## src/rtl/aurov_defines.vh

```
// register map and field constants for the aux result and overvoltage flag bank
`ifndef AUROV_DEFINES_VH
`define AUROV_DEFINES_VH

`define AUROV_ADDR_W          7
`define AUROV_DATA_W          16
`define AUROV_ADDR_REGULATOR  7'h4a
`define AUROV_ADDR_SECOND_REF 7'h4b
`define AUROV_ADDR_OV_LOW     7'h4d
`define AUROV_ADDR_OV_HIGH    7'h4e
`define AUROV_RESULT_W        14
`define AUROV_RESULT_PAD      2'h0
`define AUROV_RESET_WORD      16'h0000
`define AUROV_CLEAR_WORD      16'h0000
`define AUROV_LOW_CELLS       16
`define AUROV_HIGH_PAD        15'h0000

`endif

```

## src/rtl/aurov_flag_bank.v

```verilog
// sticky overvoltage flag bank with write-zero clear
`timescale 1ns/1ps
module aurov_flag_bank #(
  parameter WIDTH = 16
) (
  input  wire             i_clk,
  input  wire             i_sys_rst,
  input  wire             i_ce,
  input  wire [WIDTH-1:0] i_detect,
  input  wire             i_clear,
  output wire [WIDTH-1:0] o_flags
);

  reg [WIDTH-1:0] flags_reg;
  genvar          g;

  generate
    for (g = 0; g < WIDTH; g = g + 1) begin : g_flag
      always @(posedge i_clk or posedge i_sys_rst) begin
        if (i_sys_rst) begin
          flags_reg[g] <= 1'b0;
        end else if (i_ce) begin
          if (i_detect[g]) begin
            flags_reg[g] <= 1'b1;
          end else if (i_clear) begin
            flags_reg[g] <= 1'b0;
          end
        end
      end
    end
  endgenerate

  assign o_flags = flags_reg;

endmodule // aurov_flag_bank

```

## src/rtl/aurov_bank.v

```verilog
// aux result registers and cell overvoltage flag registers
`timescale 1ns/1ps
`include "aurov_defines.vh"
module aurov_bank (
  input  wire                      i_clk,
  input  wire                      i_sys_rst,
  input  wire                      i_ce,
  input  wire                      i_rd,
  input  wire                      i_wr,
  input  wire [`AUROV_ADDR_W-1:0]  i_addr,
  input  wire [`AUROV_DATA_W-1:0]  i_wdata,
  output reg  [`AUROV_DATA_W-1:0]  o_rdata,
  input  wire                      i_regulator_valid,
  input  wire [`AUROV_RESULT_W-1:0] i_regulator_code,
  input  wire                      i_second_ref_valid,
  input  wire [`AUROV_RESULT_W-1:0] i_second_ref_code,
  input  wire [`AUROV_LOW_CELLS-1:0] i_overvoltage_low,
  input  wire                      i_cell17_overvoltage,
  output wire [`AUROV_LOW_CELLS-1:0] o_flags_low,
  output wire                      o_cell17_overvoltage_flag
);

  // ---------------------------------------------------------------
  // request qualification
  // ---------------------------------------------------------------
  wire                         rd_take;
  wire                         wr_take;
  wire                         hit_regulator;
  wire                         hit_second_ref;
  wire                         hit_ov_low;
  wire                         hit_ov_high;

  // a strobe seen while frozen is dropped, not delayed
  assign rd_take        = i_ce && i_rd;
  assign wr_take        = i_ce && i_wr;

  // one compare per mapped register
  assign hit_regulator  = (i_addr == `AUROV_ADDR_REGULATOR);
  assign hit_second_ref = (i_addr == `AUROV_ADDR_SECOND_REF);
  assign hit_ov_low     = (i_addr == `AUROV_ADDR_OV_LOW);
  assign hit_ov_high    = (i_addr == `AUROV_ADDR_OV_HIGH);

  // ---------------------------------------------------------------
  // write decode
  // ---------------------------------------------------------------
  // reserved bits 15 to 1 of the high word are not stored, but must be zero for a clear
  wire                         clear_word;
  wire                         clear_low;
  wire                         clear_high;

  // only an all-zero word clears; other values and result writes are ignored
  assign clear_word     = (i_wdata == `AUROV_CLEAR_WORD);
  assign clear_low      = wr_take && clear_word && hit_ov_low;
  assign clear_high     = wr_take && clear_word && hit_ov_high;

  // ---------------------------------------------------------------
  // result registers
  // ---------------------------------------------------------------
  wire                         regulator_load;
  wire                         second_ref_load;

  // a load pulse seen while frozen is lost
  assign regulator_load  = i_ce && i_regulator_valid;
  assign second_ref_load = i_ce && i_second_ref_valid;

  // results hold the last converted code
  reg  [`AUROV_RESULT_W-1:0]   regulator_reg;
  reg  [`AUROV_RESULT_W-1:0]   regulator_next;
  reg  [`AUROV_RESULT_W-1:0]   second_ref_reg;
  reg  [`AUROV_RESULT_W-1:0]   second_ref_next;

  // the bus has no path into the results; only the converter loads them
  always @* begin
    regulator_next = regulator_reg;
    if (regulator_load) begin
      regulator_next = i_regulator_code;
    end
  end

  always @* begin
    second_ref_next = second_ref_reg;
    if (second_ref_load) begin
      second_ref_next = i_second_ref_code;
    end
  end

  // both results clear on reset and change only on a load pulse
  always @(posedge i_clk or posedge i_sys_rst) begin
    if (i_sys_rst) begin
      regulator_reg <= {`AUROV_RESULT_W{1'b0}};
    end else begin
      regulator_reg <= regulator_next;
    end
  end

  always @(posedge i_clk or posedge i_sys_rst) begin
    if (i_sys_rst) begin
      second_ref_reg <= {`AUROV_RESULT_W{1'b0}};
    end else begin
      second_ref_reg <= second_ref_next;
    end
  end

  // ---------------------------------------------------------------
  // detect mapping
  // ---------------------------------------------------------------
  wire [`AUROV_LOW_CELLS-1:0]  low_detect;
  wire [0:0]                   high_detect;
  genvar                       c;

  // detects are level signals from the comparators
  // cell n lands on bit n-1 of the low register
  generate
    for (c = 0; c < `AUROV_LOW_CELLS; c = c + 1) begin : g_cell
      assign low_detect[c] = i_overvoltage_low[c];
    end
  endgenerate

  // cell 17 sits alone in bit 0 of the high register
  assign high_detect[0] = i_cell17_overvoltage;

  // ---------------------------------------------------------------
  // flag registers
  // ---------------------------------------------------------------
  // low bank holds cells 1 to 16, high bank holds cell 17
  wire [`AUROV_LOW_CELLS-1:0]  low_flags;
  wire [0:0]                   high_flags;

  // a detect beats a same-cycle clear so that a live fault is never lost to a clear; detects are dropped while frozen
  aurov_flag_bank #(
    .WIDTH (`AUROV_LOW_CELLS)
  ) u_low (
    .i_clk     (i_clk),
    .i_sys_rst (i_sys_rst),
    .i_ce      (i_ce),
    .i_detect  (low_detect),
    .i_clear   (clear_low),
    .o_flags   (low_flags)
  );

  // each bank clears on its own address only
  aurov_flag_bank #(
    .WIDTH (1)
  ) u_high (
    .i_clk     (i_clk),
    .i_sys_rst (i_sys_rst),
    .i_ce      (i_ce),
    .i_detect  (high_detect),
    .i_clear   (clear_high),
    .o_flags   (high_flags)
  );

  // flags leave straight from their flip-flops
  assign o_flags_low               = low_flags;
  assign o_cell17_overvoltage_flag = high_flags[0];

  // ---------------------------------------------------------------
  // read words
  // ---------------------------------------------------------------
  // each word is built at full bus width
  wire [`AUROV_DATA_W-1:0]     regulator_word;
  wire [`AUROV_DATA_W-1:0]     second_ref_word;
  wire [`AUROV_DATA_W-1:0]     low_word;
  wire [`AUROV_DATA_W-1:0]     high_word;

  // result bits 15 and 14 are not stored and read as zero
  assign regulator_word  = {`AUROV_RESULT_PAD, regulator_reg};
  assign second_ref_word = {`AUROV_RESULT_PAD, second_ref_reg};
  // flag bits come back in cell order
  assign low_word        = low_flags;
  // reserved bits 15 to 1 hold nothing and read as zero
  assign high_word       = {`AUROV_HIGH_PAD, high_flags};

  // ---------------------------------------------------------------
  // read data
  // ---------------------------------------------------------------
  reg  [`AUROV_DATA_W-1:0]     read_word;
  reg  [`AUROV_DATA_W-1:0]     rdata_next;

  // unmapped addresses read as zero
  always @* begin
    read_word = `AUROV_RESET_WORD;
    if (hit_regulator) begin
      read_word = regulator_word;
    end else if (hit_second_ref) begin
      read_word = second_ref_word;
    end else if (hit_ov_low) begin
      read_word = low_word;
    end else if (hit_ov_high) begin
      read_word = high_word;
    end
  end

  // the last word read stands until the next taken read
  always @* begin
    rdata_next = o_rdata;
    if (rd_take) begin
      rdata_next = read_word;
    end
  end

  // registered read data, cleared on reset
  always @(posedge i_clk or posedge i_sys_rst) begin
    if (i_sys_rst) begin
      o_rdata <= `AUROV_RESET_WORD;
    end else begin
      o_rdata <= rdata_next;
    end
  end

endmodule // aurov_bank

```

## config.mk

```make
export PLATFORM = sky130hd
export DESIGN_NAME = aurov_bank
export DESIGN_NICKNAME = d
export VERILOG_FILES = /design/src/rtl/aurov_flag_bank.v /design/src/rtl/aurov_bank.v
export VERILOG_INCLUDE_DIRS = /design/src /design/src/rtl
export SDC_FILE = /design/constraint.sdc
export NUM_CORES = 1
export LEC_CHECK = 0
export CORE_AREA = 2 2 74 69
export CTS_CLUSTER_DIAMETER = 30
export CTS_CLUSTER_SIZE = 20
export DETAILED_ROUTE_END_ITERATION = 10
export DIE_AREA = 0 0 76 71
export DONT_BUFFER_PORTS = 1
export GPL_TIMING_DRIVEN = 0
export PLACE_DENSITY = 0.9
export SLEW_MARGIN = 20
export SYNTH_ARGS = -nofsm -noshare
export SYNTH_HDL_FRONTEND = slang
export SYNTH_SLANG_ARGS = --single-unit
```

## constraint.sdc

```tcl
create_clock -name i_clk -period 4.8 [get_ports i_clk]
set_input_delay 1.44 -clock i_clk [delete_from_list [all_inputs] [get_ports i_clk]]
set_output_delay 1.44 -clock i_clk [all_outputs]
set_load 0.02 [all_outputs]
```

### Yosys cells after proc, flatten, opt, wreduce, memory -nomap -nowiden

Cells that the tools add are included.

* equality and inequality tests: 4
* muxes and demuxes: 23
* reductions and logical operators: 42

Operators by type and width (count)
* $mux 16: 3
* $reduce_and 2->1: 17
* $reduce_bool 2->1: 17
* $eq 7x7->1 const B: 4
* $mux 1: 20
* $logic_not 16->1: 1
* $logic_and 1x1->1: 7

* flip-flop bits (word level): 61
* input bits: 75
* output and inout bits: 33
* logic and storage cells: 89

### Logic depth before layout (Yosys ltp)

Gate-level depths: netlist (run 1).

* depth after elaboration: 5
* gate-level depth with buffers: 5
* gate-level depth less buffers: 3

### Hierarchy

Synthesis (run 1) repeated with hierarchy kept, for this count alone.

* cell total of the unflattened synthesis: 213
* area, all modules: 2637.5 um2

By module, submodules not included
* aurov_bank: times used 1, cells each 172, area each 2016.9 um2, seq. area each 1101.1 um2
* aurov_flag_bank at u_low: times used 1, cells each 37, area each 579.3 um2, seq. area each 400.4 um2
* aurov_flag_bank at u_high: times used 1, cells each 4, area each 41.3 um2, seq. area each 25.0 um2

### Least setup slack after synthesis (run 1)

Ideal clock, no wire load.

* path kind: in2reg
* start point: in i_wdata[0]
* end point: reg u_high.flags_reg (netlist: u_high.o_flags)
* library setup time: 0.145 ns
* arrival time: 2.538 ns
* data required time: 4.655 ns
* path slack: 2.117 ns
* cell stages on the path: 4
* buffers on the path: 1
* cells stage by stage: or4_4 -> nor4_4 -> buf_6 -> a41oi_1

* word-level cells in the longest chain between the ends: 5

RTL lines
* start: declaration: line aurov_bank.v:11 `` input wire [`AUROV_DATA_W-1:0] i_wdata, ``
* $logic_not 16->1 (no line)
* $logic_and 1x1->1 (2 in a row): line aurov_bank.v:54 `assign clear_high = wr_take && clear_word && hit_ov_high;`
* $reduce_bool 2->1 (no line)
* $reduce_and 2->1 (no line)
* end signal: indexed assignment: line aurov_flag_bank.v:21 `flags_reg[g] <= 1'b0;`
* end signal: indexed assignment: line aurov_flag_bank.v:24 `flags_reg[g] <= 1'b1;`
* end signal: indexed assignment: line aurov_flag_bank.v:26 `flags_reg[g] <= 1'b0;`
* end: declaration: line aurov_flag_bank.v:14 `reg [WIDTH-1:0] flags_reg;`

No other way between the ends.
A chain may end at the register's enable or synchronous reset.

### Final worst setup path (run 1)

* start point: in i_wdata[0]
* end point: reg u_low.flags_reg[1] (netlist: u_low.o_flags[1])

* word-level cells in the longest chain between the ends: 5

RTL lines
* $logic_not 16->1 (no line)
* $logic_and 1x1->1 (2 in a row): line aurov_bank.v:53 `assign clear_low = wr_take && clear_word && hit_ov_low;`
* $reduce_bool 2->1 (no line)
* $reduce_and 2->1 (no line)
* end signal: indexed assignment: line aurov_flag_bank.v:21
* end signal: indexed assignment: line aurov_flag_bank.v:24
* end signal: indexed assignment: line aurov_flag_bank.v:26
* end: declaration: line aurov_flag_bank.v:14

No other way between the ends.

==> reports/metrics.yaml, run 1 <==
place:
  io_buffers: 0
  placed_cell_area_um2: 2990
  place_hpwl_um: 5380
  place.gp.congestion: 0.918
pwr:
  powerDensity_nw_per_um2: 359
  fin_total_pwr_mw: 1.15
  ir_drop_mv: 0.202
  leakage_nw: 1.20
clock_network:
  postCtsSetupRepairBufs: 0
  root_buffer: "clkbuf_8"
  ctsResizeCount: 0
  hold_buffers: 0
  cts_tree: "yes"
  htreeDepth: 3
  clock-sinks: 61
  path_clk_slew_ns: 0.07
  cts_buffer_depth: 2
  insertion_delay_ns: 0.34
  numCtsBuffers: 9
cells_and_area:
  final_common_cell: "dfrtp_1"
  design_area_um2: 3200
  drive_gt1_share_pct: 22.3
  ff_latch_area_um2: 1530
  antenna_cells: 0
  area_growth_pct: 10.2
  nNetsFinal: 330
  fillers: 335
  layout_common_cells: "61 x dfrtp_1, 29 x nand3b_1, 28 x mux2_2"
  multiInputGateArea_um2: 1280
sta:
  hold_violations: 0
  tightest_slew_ns: 0.723
  fin_skew_ns: 0.00574
  slew_violations: 0
  setup-violations-final: 0
  rsz0062_at_grt: "no"
  maxSlewHeadroom_pct: 51.8
  setup_tns_ns: 0
  final.min_clock_period_ns: 2.51
  max_clock_freq_ghz: 0.399
  post-route-period-util_pct: 52.2
routing:
  postRouteAntennaNets: 0
  drc: 0
  avgRoutedWirePerCell_um: 22.2
  wl_met3_um: 568
  wl_met1_um: 3020
  first_pass_iters: 5
  wirelength_um: 7230
  drt_iter0_markers: 193
  vias_per_cell: 6.94
  wl_met2_um: 3440
  dr.max_layer_used: "met4"
  vias: 2256
global_routing:
  grt_pass1_wl_um: 10800
  overflow: 0
  track_usage_pct: 26.6
  grt_max_degree: 62
  first_global_vias: 2108
  antenna_found_initial: 0
floorplanning:
  die-area_um2: 5400
  fp-row-count: 24
  die_w_um: 76
  core-area_um2: 4650
  io_pins: 108
  initial_core_util_pct: 62.3
  die_y_um: 71
run:
  max_cap_viol_count: 0
setup_path:
  cp.arrival_ns: 2.69
  cp_max_fo: 10
  cp-start-kind: "input pin"
  crit_type: "in2reg"
  cp_data_required_time_ns: 4.99
  crit_path_end_kind: "flop"
min_path:
  hp-class: "reg2reg"
synthesis:
  yosys_warnings: 0
  avgSynthCellArea_um2: 11.9
  syn_area_um2: 2900
  mappedNetlistNets: 319
  synthCells: 244
  ys_ff_latch: 61
  seq_area_frac_synth_pct: 52.6
  ys_types: 28
status:
  outcome: "finished, final reports clean"
[power breakdown]
group	internal [mW]	leakage [nW]	switching, mW
Combinational	0.0466	0.397	0.0510
Clock	0.282	0.106	0.194
Sequential	0.551	0.700	0.0233
[kinds of logic (layout without fill, tap and decap cells)]
group | Yosys count | count (layout) | share of synthesized area (%)
simple gates | 70 | 70 | 16.3
compound gates | 64 | 64 | 16.8
mux | 28 | 28 | 10.9
flops | 61 | 61 | 52.6
buf+inv | 21 | 37 | 3.41
[cell usage after synthesis, drive strengths merged]
cell | count | area share (%)
nand3 | 3 | 0.52
nand4b | 1 | 0.30
o211ai | 1 | 0.26
or4 | 2 | 0.78
or2 | 2 | 0.43
nand2b | 1 | 0.22
nor4b | 1 | 0.30
nand4bb | 1 | 0.39
clkbuf | 9 | 1.2
a22o | 1 | 0.30
o21ai | 2 | 0.34
dfrtp | 61 | 53
nand2 | 22 | 2.8
nand3b | 29 | 7.5
a221o | 13 | 4.5
nor3 | 2 | 0.34
inv | 1 | 0.13
mux2 | 28 | 11
nor2b | 1 | 0.22
nor2 | 1 | 0.13
nor4 | 4 | 2.3
a41oi | 17 | 5.1
a211oi | 13 | 3.4
buf | 11 | 2.1
a21oi | 17 | 2.9
[final timing paths]
check / start / endpoint / slack, ns / cells past startpoint
worst max-delay path: i_wdata[0] / u_low.o_flags[1] / 2.29 / 4
worst min-delay path: regulator_reg[9] / o_rdata[9] / 0.50 / 1
worst max register to register: u_low.o_flags[11] / o_rdata[11] / 3.53 / 3
worst min register to register: regulator_reg[9] / o_rdata[9] / 0.50 / 1
max in group asynchronous: i_sys_rst / regulator_reg[12] / 3.22 / 1
min in group asynchronous: i_sys_rst / second_ref_reg[6] / 1.10 / 1
[layout make-up]
cell class	instances	area share [%]
Clock inverter	3	1.33
Sequential cell	61	47.7
Clock buffer	13	5.28
Multi-Input combinational cell	162	39.9
Buffer	20	2.97
Tap cell	65	2.54
Inverter	1	0.196
[through the flow]
stage | setup slack [ns] | std cells | hold slack (ns) | utilization, %
finish | 2.29 | 325 | 0.504 | 68.7
global route | 2.16 | 325 | 0.521 | 68.7
CTS | 2.31 | 325 | 0.504 | 68.7
detailed placement | 1.95 | 309 | 0.489 | 64.1
global placement | 1.32 | 309 | 0.478 | 64.1
floorplan | 1.85 | 244 | 0.473 | -
[layer usage]
| layer | track usage, % | vias up |
|---|---|---|
| met5 | 0 | - |
| met4 | 13.1 | 0 |
| met3 | 8.55 | 21 |
| met2 | 41.1 | 119 |
| met1 | 34.6 | 1143 |
| li1 | - | 973 |
[critical path: stages]
cell,delay (ns)
or4_4,0.52
nor4_4,0.39
buf_6,0.21
a41oi_1,0.12
Note: power is estimated with default switching activity, not from simulation.
==> run 2: changes to the inputs <==
--- a/config.mk
+++ b/config.mk
@@ -6,14 +6,14 @@
 export SDC_FILE = /design/constraint.sdc
 export NUM_CORES = 1
 export LEC_CHECK = 0
-export CORE_AREA = 2 2 74 69
+export CORE_AREA = 2 2 75 70
 export CTS_CLUSTER_DIAMETER = 30
 export CTS_CLUSTER_SIZE = 20
 export DETAILED_ROUTE_END_ITERATION = 10
-export DIE_AREA = 0 0 76 71
+export DIE_AREA = 0 0 77 72
 export DONT_BUFFER_PORTS = 1
 export GPL_TIMING_DRIVEN = 0
-export PLACE_DENSITY = 0.9
+export PLACE_DENSITY = 0.88
 export SLEW_MARGIN = 20
 export SYNTH_ARGS = -nofsm -noshare
 export SYNTH_HDL_FRONTEND = slang
==> constraint.sdc (replaced) <==
create_clock -name i_clk -period 2.43 [get_ports i_clk]
set_input_delay 0.729 -clock i_clk [delete_from_list [all_inputs] [get_ports i_clk]]
set_output_delay 0.729 -clock i_clk [all_outputs]
set_load 0.02 [all_outputs]
==> run 2 against run 1 <==
Against the previous run: clock-buffer cell count decreased by 2; power is 99% higher; global-route usage increased by 1.1 points; setup slack worse by 1.7 ns; sequential share of layout area grew 0.075 points; utilization is 1.4 points lower; register-to-register slack worse by 2.4 ns; sequential power up 98%; critical path depth is 1 lower; flip-flop and latch count did not move; critical path type unchanged.
==> reports/metrics.yaml, run 2 (synthesis results as in run 1) <==
min_path:
  hp-class: "in2async"  # was reg2reg
pwr:
  power_frac_clock_pct: 42.0  # was 41.4%
  leakage_nw: 1.20  # about the same
  switchingPower_uw: 533  # was 269 uW
  fin_total_pwr_mw: 2.29  # was 1.15 mW
  p_int_mw: 1.75  # was 879 uW
  combPwrFrac_pct: 8.4  # was 8.5%
  powerDensity_nw_per_um2: 716  # was 359 nW/um2
  ir_drop_mv: 0.453  # was 0.202 mV
  swShare_pct: 23.3  # was 23.4%
  sequentialPowerShare_pct: 49.6  # was 50.1%
floorplanning:
  die-area_um2: 5540  # was 5400 um2
  core-area_um2: 4740  # was 4650 um2
  die_w_um: 77  # was 76 um
  io_pins: 108  # unchanged
  die_y_um: 72  # was 71 um
  initial_core_util_pct: 61.2  # was 62.3%
  fp-row-count: 24  # unchanged
clock_network:
  hold_buffers: 0  # unchanged
  insertion_delay_ns: 0.34  # about the same
  cts_tree: "yes"  # unchanged
  htreeDepth: 3  # unchanged
  postCtsSetupRepairBufs: 0  # unchanged
  path_clk_slew_ns: 0.07  # about the same
  cts_buffer_depth: 2  # unchanged
  clock-sinks: 61  # unchanged
  numCtsBuffers: 9  # unchanged
  root_buffer: "clkbuf_8"  # unchanged
  ctsResizeCount: 0  # unchanged
setup_path:
  cpMaxStageDelayCell: "nor4_2"  # was or4_4
  rr_worst_depth: 3  # unchanged
  crit_family: "simple AND/OR/NAND/NOR gates"  # unchanged
  cp_max_fo: 10  # unchanged
  crit_type: "in2reg"  # unchanged
  reg2reg_from: "u_low.o_flags[10]"  # was u_low.o_flags[11]
  cp_data_required_time_ns: 2.61  # was 4.99 ns
  crit_path_end_kind: "flop"  # unchanged
  critPathMaxStageDelay_ns: 0.63  # was 0.52 ns
  rr_endpoint: "o_rdata[10]"  # was o_rdata[11]
  cp.arrival_ns: 1.99  # was 2.69 ns
  cp-start-kind: "input pin"  # unchanged
  crit_buf_inv: 1  # unchanged
  cp_cell_sequence: "nor4_2, clkbuf_1, a41oi_1"  # was or4_4, nor4_4, buf_6, a41oi_1
  rrSetupSlack_ns: 1.17  # was 3.53 ns
cells_and_area:
  fillers: 344  # was 335
  layout_common_cells: "61 x dfrtp_1, 29 x nand3b_1, 28 x mux2_2"  # unchanged
  nNetsFinal: 330  # unchanged
  area_growth_pct: 10.0  # was 10.2%
  antenna_cells: 0  # unchanged
  drive_gt1_share_pct: 21.9  # was 22.3%
  final_common_cell: "dfrtp_1"  # unchanged
sta:
  tightest_slew_ns: 0.733  # was 0.723 ns
  fin_skew_ns: 0.00809  # was 0.00574 ns
  maxSlewHeadroom_pct: 51.1  # was 51.8%
  post-route-period-util_pct: 74.6
  max_clock_freq_ghz: 0.552
  hold_violations: 0  # unchanged
  slew_violations: 0  # unchanged
  final.min_clock_period_ns: 1.81
  rsz0062_at_grt: "no"  # unchanged
  setup-violations-final: 0  # unchanged
  hold_ws_ns: 0.378  # was 0.504 ns
status:
  outcome: "finished, final reports clean"  # unchanged
routing:
  dr.max_layer_used: "met4"  # unchanged
  wirelength_um: 7240  # was 7230 um
  wl_met3_um: 602  # was 568 um
  wl_met1_um: 3020  # about the same
  vias_per_cell: 6.77  # was 6.94
  postRouteAntennaNets: 0  # unchanged
  first_pass_iters: 5  # unchanged
  vias: 2199  # was 2256
  drc: 0  # unchanged
  wl_met2_um: 3350  # was 3440 um
  avgRoutedWirePerCell_um: 22.3  # was 22.2 um
  drt_iter0_markers: 214  # was 193
global_routing:
  track_usage_pct: 27.8  # was 26.6%
  overflow: 0  # unchanged
  grt_pass1_wl_um: 11600  # was 10800 um
  grt_max_degree: 62  # unchanged
  antenna_found_initial: 0  # unchanged
  first_global_vias: 2252  # was 2108
run:
  max_cap_viol_count: 0  # unchanged
place:
  io_buffers: 0  # unchanged
  place.gp.congestion: 0.888  # was 0.918
  place_hpwl_um: 5280  # was 5380 um
run 2: how the worst max path moves through the flow:
stage | startpoint | endpoint | slack [ns] | cells after the start
finish | i_wdata[4] | u_low.o_flags[0] | 0.62 | 3
detailed placement | i_wdata[4] | u_low.o_flags[0] | 0.29 | 3
global placement | i_sys_rst | u_low.o_flags[6] | -0.33 | 1
floorplan | i_sys_rst | o_rdata[0] | 0.19 | 1
CTS | i_wdata[4] | u_low.o_flags[0] | 0.64 | 3
global route | i_wdata[4] | u_low.o_flags[0] | 0.45 | 3
run 2: stage by stage:
stage	cell area, um2	setup TNS (ns)	worst slack, ns	std cells	utilization (%)
after floorplan	2900	0	0.188	244	-
after global placement	2980	-20.21	-0.334	309	62.9
after detailed placement	2990	0	0.289	309	62.9
after CTS	3190	0	0.640	325	67.3
after global routing	3190	0	0.446	325	67.3
final	3190	0	0.617	325	67.3
run 2: layer usage:
layer  vias up  GRT usage [%]
li1        964              -
met1      1068           35.7
met2       136           42.6
met3        31           8.58
met4         0           15.5
met5         -              0
run 2: cell type report:
| type | count | area, um2 | area share [%] |
|---|---|---|---|
| Buffer | 20 | 95.1 | 2.98 |
| Clock buffer | 11 | 131 | 4.12 |
| Clock inverter | 5 | 75.1 | 2.35 |
| Inverter | 1 | 6.26 | 0.196 |
| Multi-Input combinational cell | 162 | 1280 | 40.0 |
| Sequential cell | 61 | 1530 | 47.8 |
| Tap cell | 65 | 81.3 | 2.55 |
run 2: power by group through the flow:
stage,Sequential [mW],Clock [mW],Combinational (mW)
6_report,1.14,0.960,0.192
3_3_place_gp,1.15,0,0.182
5_1_grt,1.14,1.02,0.214
2_1_floorplan,1.14,0,0.159
3_5_place_dp,1.15,0,0.192
4_1_cts,1.13,0.963,0.193
run 2: worst reg2reg max path, stage by stage, from the launching register on:
cell and delay [ns]:
dfrtp_1 0.51, nand3b_1 0.12, a211oi_1 0.40, a221o_1 0.17
